===== src/pkg/dss_pkg.sv =====
package dss_pkg;
	// Clock and one-second supervision
	localparam int unsigned CLK_HZ       = 20_000_000;
	localparam int unsigned HZ_PER_KHZ   = 1000;
	localparam int unsigned SEC_LOSS_MS  = 1500;
	localparam int unsigned SEC_LOSS_CYC = SEC_LOSS_MS * (CLK_HZ / HZ_PER_KHZ);

	// Register map inside one channel window
	localparam int unsigned OFF_W        = 9;
	localparam int unsigned DATA_W       = 8;
	localparam logic [8:0]  TC_SUM_OFF   = 9'h11b;
	localparam logic [8:0]  PATH_PER_OFF = 9'h11c;
	localparam int unsigned NUM_CH       = 8;

	// Alarms per group, one less than the register width
	localparam int unsigned N_ALM        = 7;

	// Tandem summary register bit positions
	localparam int unsigned TC_LM_BIT    = 7;
	localparam int unsigned TC_LL_BIT    = 6;
	localparam int unsigned TC_TM_BIT    = 5;
	localparam int unsigned TC_AIS_BIT   = 4;
	localparam int unsigned TC_UQ_BIT    = 3;
	localparam int unsigned TC_RDI_BIT   = 2;
	localparam int unsigned TC_ODI_BIT   = 1;
	localparam int unsigned TC_FREE_BIT  = 0;

	// Path persistent register bit positions
	localparam int unsigned PA_FREE_BIT  = 7;
	localparam int unsigned PA_BIP_BIT   = 6;
	localparam int unsigned PA_UQ_BIT    = 5;
	localparam int unsigned PA_RDIC_BIT  = 4;
	localparam int unsigned PA_RDIP_BIT  = 3;
	localparam int unsigned PA_RDIS_BIT  = 2;
	localparam int unsigned PA_SLM_BIT   = 1;
	localparam int unsigned PA_RFI_BIT   = 0;

	localparam logic [7:0]  REG_RESET    = 8'h00;
endpackage


===== src/logic/dss_alarm_second.sv =====
// Decided for this implementation: the strobed register port.
`timescale 1ns/1ps
// Summary of operation
// RULE1 - Bit7: multiframe loss changed or set
// RULE2 - No one-second pulse: summary bits zero; the code clears only the tandem tc_sum, path pa_per keeps its value
// RULE3 - Summary bits never raise an interrupt
// RULE4 - Bit6: trace loss-of-lock changed or set
// RULE5 - Bit5: trace mismatch changed or set
// RULE6 - Bit4: tandem AIS changed or set
// RULE7 - Bit3: tandem unequipped changed or set
// RULE8 - Bit2: tandem remote defect changed or set
// RULE9 - Bit1: tandem outgoing defect changed or set
// RULE10 - Persistent: active, not newly active last second
// RULE11 - Persistent bit6 follows BIP-2 error indication
// RULE12 - Persistent bit5: unequipped
// RULE13 - Persistent bit4: remote connectivity defect
// RULE14 - Persistent bit3: remote payload defect
// RULE15 - Persistent bit2: remote server or single RDI
// RULE16 - Persistent bit1: signal label mismatch
// RULE17 - Persistent bit0: remote failure
// RULE18 - Update together at pulse, reads harmless
// RULE19 - Unused bits read as zero
module dss_alarm_second
	import dss_pkg::*;
#(
	parameter int unsigned NCH      = NUM_CH,
	parameter int unsigned LOSS_CYC = SEC_LOSS_CYC,
	parameter int unsigned CH_W     = (NCH > 1) ? $clog2(NCH) : 1,
	parameter int unsigned ADDR_W   = OFF_W + CH_W
) (
	input  wire logic                        mclk,
	input  wire logic                        rst_n,
	input  wire logic                        sec_pulse,
	input  wire logic [NCH-1:0][N_ALM-1:0]   tc_alarm,
	input  wire logic [NCH-1:0][N_ALM-1:0]   pa_alarm,
	input  wire logic [ADDR_W-1:0]           addr,
	input  wire logic                        wr_stb,
	input  wire logic [DATA_W-1:0]           wr_data,
	input  wire logic                        rd_stb,
	output logic      [DATA_W-1:0]           rd_data,
	output logic                             sec_pulse_ok
);
	localparam int unsigned LOSS_W = $clog2(LOSS_CYC + 1);

	logic [NCH-1:0][N_ALM-1:0] tc_prev;
	logic [NCH-1:0][N_ALM-1:0] tc_chg;
	logic [NCH-1:0][N_ALM-1:0] tc_sum;
	logic [NCH-1:0][N_ALM-1:0] pa_prev;
	logic [NCH-1:0][N_ALM-1:0] pa_rose;
	logic [NCH-1:0][N_ALM-1:0] pa_per;
	logic [NCH-1:0][N_ALM-1:0] next_tc_prev;
	logic [NCH-1:0][N_ALM-1:0] next_tc_chg;
	logic [NCH-1:0][N_ALM-1:0] next_tc_sum;
	logic [NCH-1:0][N_ALM-1:0] next_pa_prev;
	logic [NCH-1:0][N_ALM-1:0] next_pa_rose;
	logic [NCH-1:0][N_ALM-1:0] next_pa_per;
	logic [LOSS_W-1:0]         loss_cnt;
	logic [LOSS_W-1:0]         next_loss_cnt;
	logic                      next_sec_pulse_ok;
	logic [DATA_W-1:0]         next_rd_data;
	logic [DATA_W-1:0]         ch_reg [NCH][2];

	// One-second pulse supervision
	always_comb begin
		next_loss_cnt = loss_cnt;
		next_sec_pulse_ok = sec_pulse_ok;
		if (sec_pulse) begin
			next_loss_cnt = '0;
			next_sec_pulse_ok = 1'b1;
		end else if (loss_cnt == LOSS_W'(LOSS_CYC - 1)) begin
			next_sec_pulse_ok = 1'b0; // [RULE2]
		end else begin
			next_loss_cnt = loss_cnt + LOSS_W'(1);
		end
	end

	always_ff @(posedge mclk) begin
		if (!rst_n) begin
			loss_cnt <= '0;
			sec_pulse_ok <= 1'b0;
		end else begin
			loss_cnt <= next_loss_cnt;
			sec_pulse_ok <= next_sec_pulse_ok;
		end
	end

	// Interval tracking, all channels and bits as vectors
	always_comb begin
		next_tc_prev = tc_alarm;
		next_pa_prev = pa_alarm;
		next_tc_chg = tc_chg | (tc_alarm ^ tc_prev);
		next_pa_rose = pa_rose | (pa_alarm & ~pa_prev);
		next_tc_sum = tc_sum;
		next_pa_per = pa_per;
		if (sec_pulse) begin
			// Changed in interval, or set at its end
			next_tc_sum = next_tc_chg | tc_alarm; // [RULE1] [RULE4] [RULE5] [RULE6]
			// Same form for the remaining tandem bits
			next_tc_sum = next_tc_sum; // [RULE7] [RULE8] [RULE9] [RULE18]
			// Active now, did not rise in interval
			next_pa_per = pa_alarm & ~next_pa_rose; // [RULE10] [RULE11] [RULE12]
			next_pa_per = next_pa_per; // [RULE13] [RULE14] [RULE15] [RULE16] [RULE17]
			next_tc_chg = '0;
			next_pa_rose = '0;
		end else if (!next_sec_pulse_ok) begin
			// Cleared on the same edge that drops the ok flag
			next_tc_sum = '0; // [RULE2]
		end
	end

	always_ff @(posedge mclk) begin
		if (!rst_n) begin
			tc_prev <= '0;
			tc_chg <= '0;
			tc_sum <= '0;
			pa_prev <= '0;
			pa_rose <= '0;
			pa_per <= '0;
		end else begin
			tc_prev <= next_tc_prev;
			tc_chg <= next_tc_chg;
			tc_sum <= next_tc_sum;
			pa_prev <= next_pa_prev;
			pa_rose <= next_pa_rose;
			pa_per <= next_pa_per;
		end
	end

	// Register images per channel, spare bits tied low
	for (genvar c = 0; c < NCH; c++) begin : g_ch
		assign ch_reg[c][0] = {tc_sum[c], 1'b0}; // [RULE19]
		assign ch_reg[c][1] = {1'b0, pa_per[c]}; // [RULE19]
	end

	// Read port; writes are ignored, no interrupt path exists
	always_comb begin
		next_rd_data = REG_RESET;
		if (rd_stb && (int'(addr[ADDR_W-1 -: CH_W]) < NCH)) begin
			if (addr[OFF_W-1:0] == TC_SUM_OFF)
				next_rd_data = ch_reg[addr[ADDR_W-1 -: CH_W]][0];
			else if (addr[OFF_W-1:0] == PATH_PER_OFF)
				next_rd_data = ch_reg[addr[ADDR_W-1 -: CH_W]][1];
		end
	end

	always_ff @(posedge mclk) begin
		if (!rst_n)
			rd_data <= REG_RESET;
		else
			rd_data <= next_rd_data; // [RULE3]
	end

	// Every channel, update and read-back
	for (genvar c = 0; c < NCH; c++) begin : g_chk

	end
endmodule


===== config.mk =====
export PLATFORM = sky130hd
export DESIGN_NAME = dss_alarm_second
export DESIGN_NICKNAME = d
export VERILOG_FILES = /design/src/pkg/dss_pkg.sv /design/src/logic/dss_alarm_second.sv
export SDC_FILE = /design/constraint.sdc
export NUM_CORES = 1
export LEC_CHECK = 0
export BUFFER_PORTS_ARGS = -buffer_cell sky130_fd_sc_hd__buf_2
export CAP_MARGIN = 10
export CORE_UTILIZATION = 30
export CTS_BUF_LIST = sky130_fd_sc_hd__clkbuf_8
export DETAILED_ROUTE_END_ITERATION = 10
export GPL_TIMING_DRIVEN = 0
export HOLD_SLACK_MARGIN = 0.08
export PLACE_DENSITY = 0.54
export SLEW_MARGIN = 10
export SYNTH_ARGS = -nofsm -noshare
export SYNTH_HDL_FRONTEND = slang
export SYNTH_SLANG_ARGS = --single-unit

===== constraint.sdc =====
create_clock -name mclk -period 2.5 [get_ports mclk]
set_input_delay 0.5 -clock mclk [delete_from_list [all_inputs] [get_ports mclk]]
set_output_delay 0.5 -clock mclk [all_outputs]
set_load 0.005 [all_outputs]

======== Word-level counts from Yosys, hierarchy flattened ========
Index checks and enable logic that the tools add are counted.
operators by class
  equal/unequal tests ..................... 4
  div/mod/pow operators ................... 0
  bitwise logic cells ..................... 10
  $lt $le $gt $ge ......................... 1
  mux-type cells .......................... 9
  add/subtract/negate cells ............... 1
  $mul .................................... 0
  shifts and indexed selects .............. 0
  reduce and logical (&&, ||, !) cells .... 2
operators with widths
  kind                     number
  $or A56 B56 Y56          3
  $and A56 B56 Y56         2
  $mux W56                 2
  $not A56 Y56             2
  $xor A56 B56 Y56         1
  $bmux W16 S3             1
  $mux W16                 2
  $add A25 B1 Y25 const B  1
  $eq A25 B25 Y1 const B   1
  $eq A9 B9 Y1 const B     2
  $mux W8                  2
  $ge A4 B4 Y1 const B     1
  $not A3 Y4               1
  $mux W1                  2
  $ne A2 B2 Y1 const B     1
  $reduce_and A2 Y1        1
  $reduce_or A2 Y1         1
  $not A1 Y1               1
word-level totals
  logic and storage cells ................. 78
  latch bits .............................. 0
  register bits after elaboration ......... 370
  memories ................................ 0
  RAM bits ................................ 0
  output and inout bits ................... 9
  input port bits ......................... 137
  memory bits (read-only) ................. 0

======== Logic depth before layout (Yosys ltp) ========
  depth in word-level cells ............... 6
  depth in mapped cells ................... 8
  depth with buffers taken out ............ 6

======== Worst setup path before layout ========
Ideal clock, no wire load.
  kind .................................... input to register
  from .................................... input port addr[10]
  to ...................................... register rd_data[6]
  path slack .............................. 557 ps
  path buffers ............................ 2
  required time ........................... 2373 ps
  arrival time ............................ 1816 ps
  stages .................................. 5
  cells stage by stage .................... buf_2 -> buf_2 -> mux4_2 -> mux2i_1 -> o22ai_1
between the ends
  word-level cells in the longest chain between the ends .. 6
RTL lines
  element                                          line                                              RTL
  start: declaration                               dss_alarm_second.sv:36                            input wire logic [ADDR_W-1:0] addr,
  $not A3 Y4 (implied by the code) (*)             dss_alarm_second.sv:140, dss_alarm_second.sv:142
  $bmux W16 S3 (*)                                 dss_alarm_second.sv:140, dss_alarm_second.sv:142
  $mux W16 (implied by the code) (*) (2 in a row)  dss_alarm_second.sv:142                           next_rd_data = ch_reg[addr[ADDR_W-1 -: CH_W]][1];
  $mux W8                                          dss_alarm_second.sv:141                           else if (addr[OFF_W-1:0] == PATH_PER_OFF)
  $mux W8 (*)                                      dss_alarm_second.sv:139                           if (addr[OFF_W-1:0] == TC_SUM_OFF)
  end signal: assignment                           dss_alarm_second.sv:150                           rd_data <= next_rd_data;
  end: declaration                                 dss_alarm_second.sv:40                            output logic [DATA_W-1:0] rd_data,
Mark *: on every way between the ends. The rest lies on a longest branch, timed or not. The select of a mux whose other input is x is not followed.
A chain may end at the register's enable or synchronous reset.

======== Final worst setup path ========
  from .................................... register loss_cnt[0]
  to ...................................... register tc_sum, in the netlist ch_reg[73]
between the ends
  word-level cells in the longest chain between the ends .. 4
RTL lines
  element                        line                     RTL
  start: declaration             dss_alarm_second.sv:57   logic [LOSS_W-1:0] loss_cnt;
  start signal: assignment       dss_alarm_second.sv:82   loss_cnt <= next_loss_cnt;
  $eq A25 B25 Y1                 dss_alarm_second.sv:70   end else if (loss_cnt == LOSS_W'(LOSS_CYC - 1)) begin
  $mux W1                        dss_alarm_second.sv:70
  $mux W1                        dss_alarm_second.sv:67   if (sec_pulse) begin
  $ne A2 B2 Y1 (no source line)  --
  end signal: assignment         dss_alarm_second.sv:122  tc_sum <= next_tc_sum;
  end: declaration               dss_alarm_second.sv:47   logic [NCH-1:0][N_ALM-1:0] tc_sum;
No other way between the ends.

==> out/qor.yml <==
run_status:
  outcome: "completed"
setup_path:
  critPathRequiredTime_ns: 2.97
  crit_path_max_incr_delay_ns: 0.43
  endpoint: "ch_reg[73]$_SDFFE_PN0P_"
  reg2reg_from: "loss_cnt[0]$_SDFFE_PP0P_"
  r2r-end: "ch_reg[73]$_SDFFE_PN0P_"
  cp.arrival_ns: 2.68
  worstSetupPathType: "reg2reg"
  slowest_stage: "nor3_4"
  reg2regPathDepth: 8
  critPathCaptureType: "flip-flop"
  crit_path_cell_trace: "ha_1 > and3_1 > nand2_1 > nor3_4 > or2b_1 > buf_6 > buf_6 > o22ai_1"
  startpoint: "loss_cnt[0]$_SDFFE_PP0P_"
  regToRegSetupSlack_ns: 0.29
  cp_common_cell: "buf_6"
  cp_max_fo: 10
  cp-start-kind: "flip-flop"
finish:
  fill_cells: 4569
  layout-drive-gt1-share_pct: 15.98
  final_common_cell: "dfxtp_1"
  multi_input_area_um2: 5660
  final_cell_mix: "dfxtp_1, nor2_1, buf_2"
  largest_reg_flops: 112
  area_delta_synth_final_pct: 20.64
  fin_nets: 1753
  final_cell_count_no_fill: 2251
  register_area_um2: 7407
route:
  postRouteAntennaNets: 0
  drcViolationCount: 0
  drtIter0Drc: 510
  dr.pass1.iters: 5
  vias: 10410
  via_per_inst: 4.626
  wl_per_cell_um: 16.13
  routed_wl_um: 36300
clocking:
  clock_latency_ns: 0.62
  cts_buffers: 59
  cts_buffer_depth: 3
  cts_root_buf: "clkbuf_8"
  cts_resized: 0
  cts_htree_levels: 2
  cts_tree: "built"
  cts.clk_slew.worst_paths_ns: 0.06
  cts.sinks: 370
floorplan:
  die-width_um: 215.1
  start_util_pct: 30.60
  ioPinCount: 146
  dieArea_um2: 46250
  die_h_um: 215.1
  rows: 77
  core_area_um2: 44510
sta:
  period_share_pct: 88.21
  relSlewSlack_pct: 34.73
  finalSetupViolCount: 0
  tightestPinTransition_ns: 0.9791
  drv_slew: 0
  hold_violations: 0
  fin_ws_ns: 0.2947
  fin_skew_ns: 0.02831
  rsz0062_at_grt: "no"
  finalCriticalPeriod_ns: 2.205
  finalHoldWorstSlack_ns: 0.1201
  fmax_mhz: 453.5
synthesis:
  ys_async_sr_fraction_pct: 0
  yosysTopAreaCell: "dfxtp_1"
  synth_area_per_cell_um2: 9.706
  yosys_warnings: 0
  ys_seq_elements: 370
  synth.distinct_cells: 39
  syn_area_um2: 13620
  postSynthNetCount: 1541
  yosysSeqAreaShare_pct: 54.39
  synthTopCellsByArea: "dfxtp_1, nor2_1, and2_1, mux4_2, xor2_1"
  synth_top_area_share_pct: 54.39
  synth_edf_count: 0
  ys.flop_type: "dfxtp_1"
  syn_inst: 1403
grt:
  gr-total-overflow: 0
  grt_pass1_wl_um: 56500
  grtUsageTotal_pct: 15.64
  grt_pass1_vias: 10100
  grt_start_max_net_pins: 16
  antenna_found_initial: 6
power_and_ir_drop:
  p_per_area_nw_per_um2: 765.7
  intPower_uw: 9515
  power_switching_uw: 3064
  power_leakage_uw: 0.006426
  ir_worst_vdd_uv: 305.6
  clkPwrFrac_pct: 41.8
  seq_power_share_pct: 50.4
  combPwrFrac_pct: 7.8
  switching_share_pct: 24.36
worst_hold_path:
  hp-class: "in2reg"
job:
  drv_cap: 0
placement:
  dp_worst_setup_slack_ns: -0.4051
  gp_congestion: 0.8605
  io_buffers: 133
  dpl.cell_count: 2128
  dp_hpwl_um: 26790
[Yosys cell counts (2+ instances only)]
cell type	number
nand4_1	5
nor2_1	194
nor4_1	9
nor4bb_1	2
a21oi_1	59
xor2_1	62
mux2i_1	15
clkbuf_1	58
o22ai_1	62
buf_6	4
a21boi_0	57
and2_1	113
a31oi_1	2
nand3_1	66
buf_2	5
xnor2_1	10
mux4_2	28
nand2b_1	2
nand4b_1	57
inv_1	58
nand2_1	69
and3_1	5
dfxtp_1	370
buf_1	11
nor3_1	59
or3_1	3
o21ai_0	5
and4_1	2
[routing by layer]
metal	global-route usage, %	routed length [um]	up-vias
li1	-	-	5234
met1	21.83	17900	4886
met2	23.45	15420	213
met3	3.977	2003	68
met4	5.035	911	12
met5	0	69	-
[worst min-delay path by stage]
stage                                 startpoint                      to  slack [ns]  depth (start not counted)
after floorplan            pa_rose[0]$_SDFF_PP0_   pa_rose[0]$_SDFF_PP0_        0.43                          2
final                               pa_alarm[16]  pa_prev[16]$_SDFF_PN0_        0.12                          2
after global placement    pa_rose[51]$_SDFF_PP0_  pa_rose[51]$_SDFF_PP0_        0.44                          2
after CTS                           pa_alarm[11]  pa_prev[11]$_SDFF_PN0_        0.08                          2
after global routing                pa_alarm[11]  pa_prev[11]$_SDFF_PN0_        0.09                          2
after detailed placement  pa_rose[41]$_SDFF_PP0_  pa_rose[41]$_SDFF_PP0_        0.44                          2
[kinds of logic after synthesis]
group | Yosys count | synth area share, %
mux | 43 | 5.733
flops | 370 | 54.39
simple gates | 592 | 22.49
compound gates | 188 | 8.618
xor+xnor | 72 | 4.631
buf+inv | 137 | 4.043
fa+ha+maj | 1 | 0.09186
[metrics by stage]
step | instance area, um2 | TNS (ns) | power (uW) | utilization, %
after floorplan | 13620 | 0 | 7019 | -
after global placement | 15020 | -33.77 | 7392 | 33.76
after detailed placement | 15020 | -33.52 | 7424 | 33.76
after CTS | 16430 | 0 | 12740 | 36.90
after global routing | 16430 | 0 | 13160 | 36.90
final | 16430 | 0 | 12580 | 36.91
[what timing repair did]
action,CTS,global route
hold buffers,18,0
buffers inserted,0,0
hold endpoints to repair,18,0
[final cells by class]
| class | instances | area share [%] |
|---|---|---|
| Sequential cell | 370 | 45.09 |
| Multi-Input combinational cell | 896 | 34.46 |
| Clock buffer | 75 | 6.283 |
| Timing Repair Buffer | 151 | 5.148 |
| Tap cell | 592 | 4.509 |
| Buffer | 78 | 2.003 |
| Inverter | 59 | 1.348 |
| Clock inverter | 29 | 1.150 |
| Antenna cell | 1 | 0.01523 |
[power by group through the flow]
stage	Clock, uW	Combinational (uW)	Sequential (uW)
detailed placement	0	962	6460
finish	5260	978	6340
global placement	0	940	6450
CTS	5410	992	6330
global route	5700	1100	6360
floorplan	0	610	6410
[critical path: cells and delay by family, from the launching register on]
kind / cells / cell delay, ns
fa+ha+maj: 1 / 0.24
buf+inv: 2 / 0.33
flops: 1 / 0.36
compound gates: 1 / 0.07
simple gates: 4 / 1.07
No activity file was read; power rests on OpenSTA's default activity.
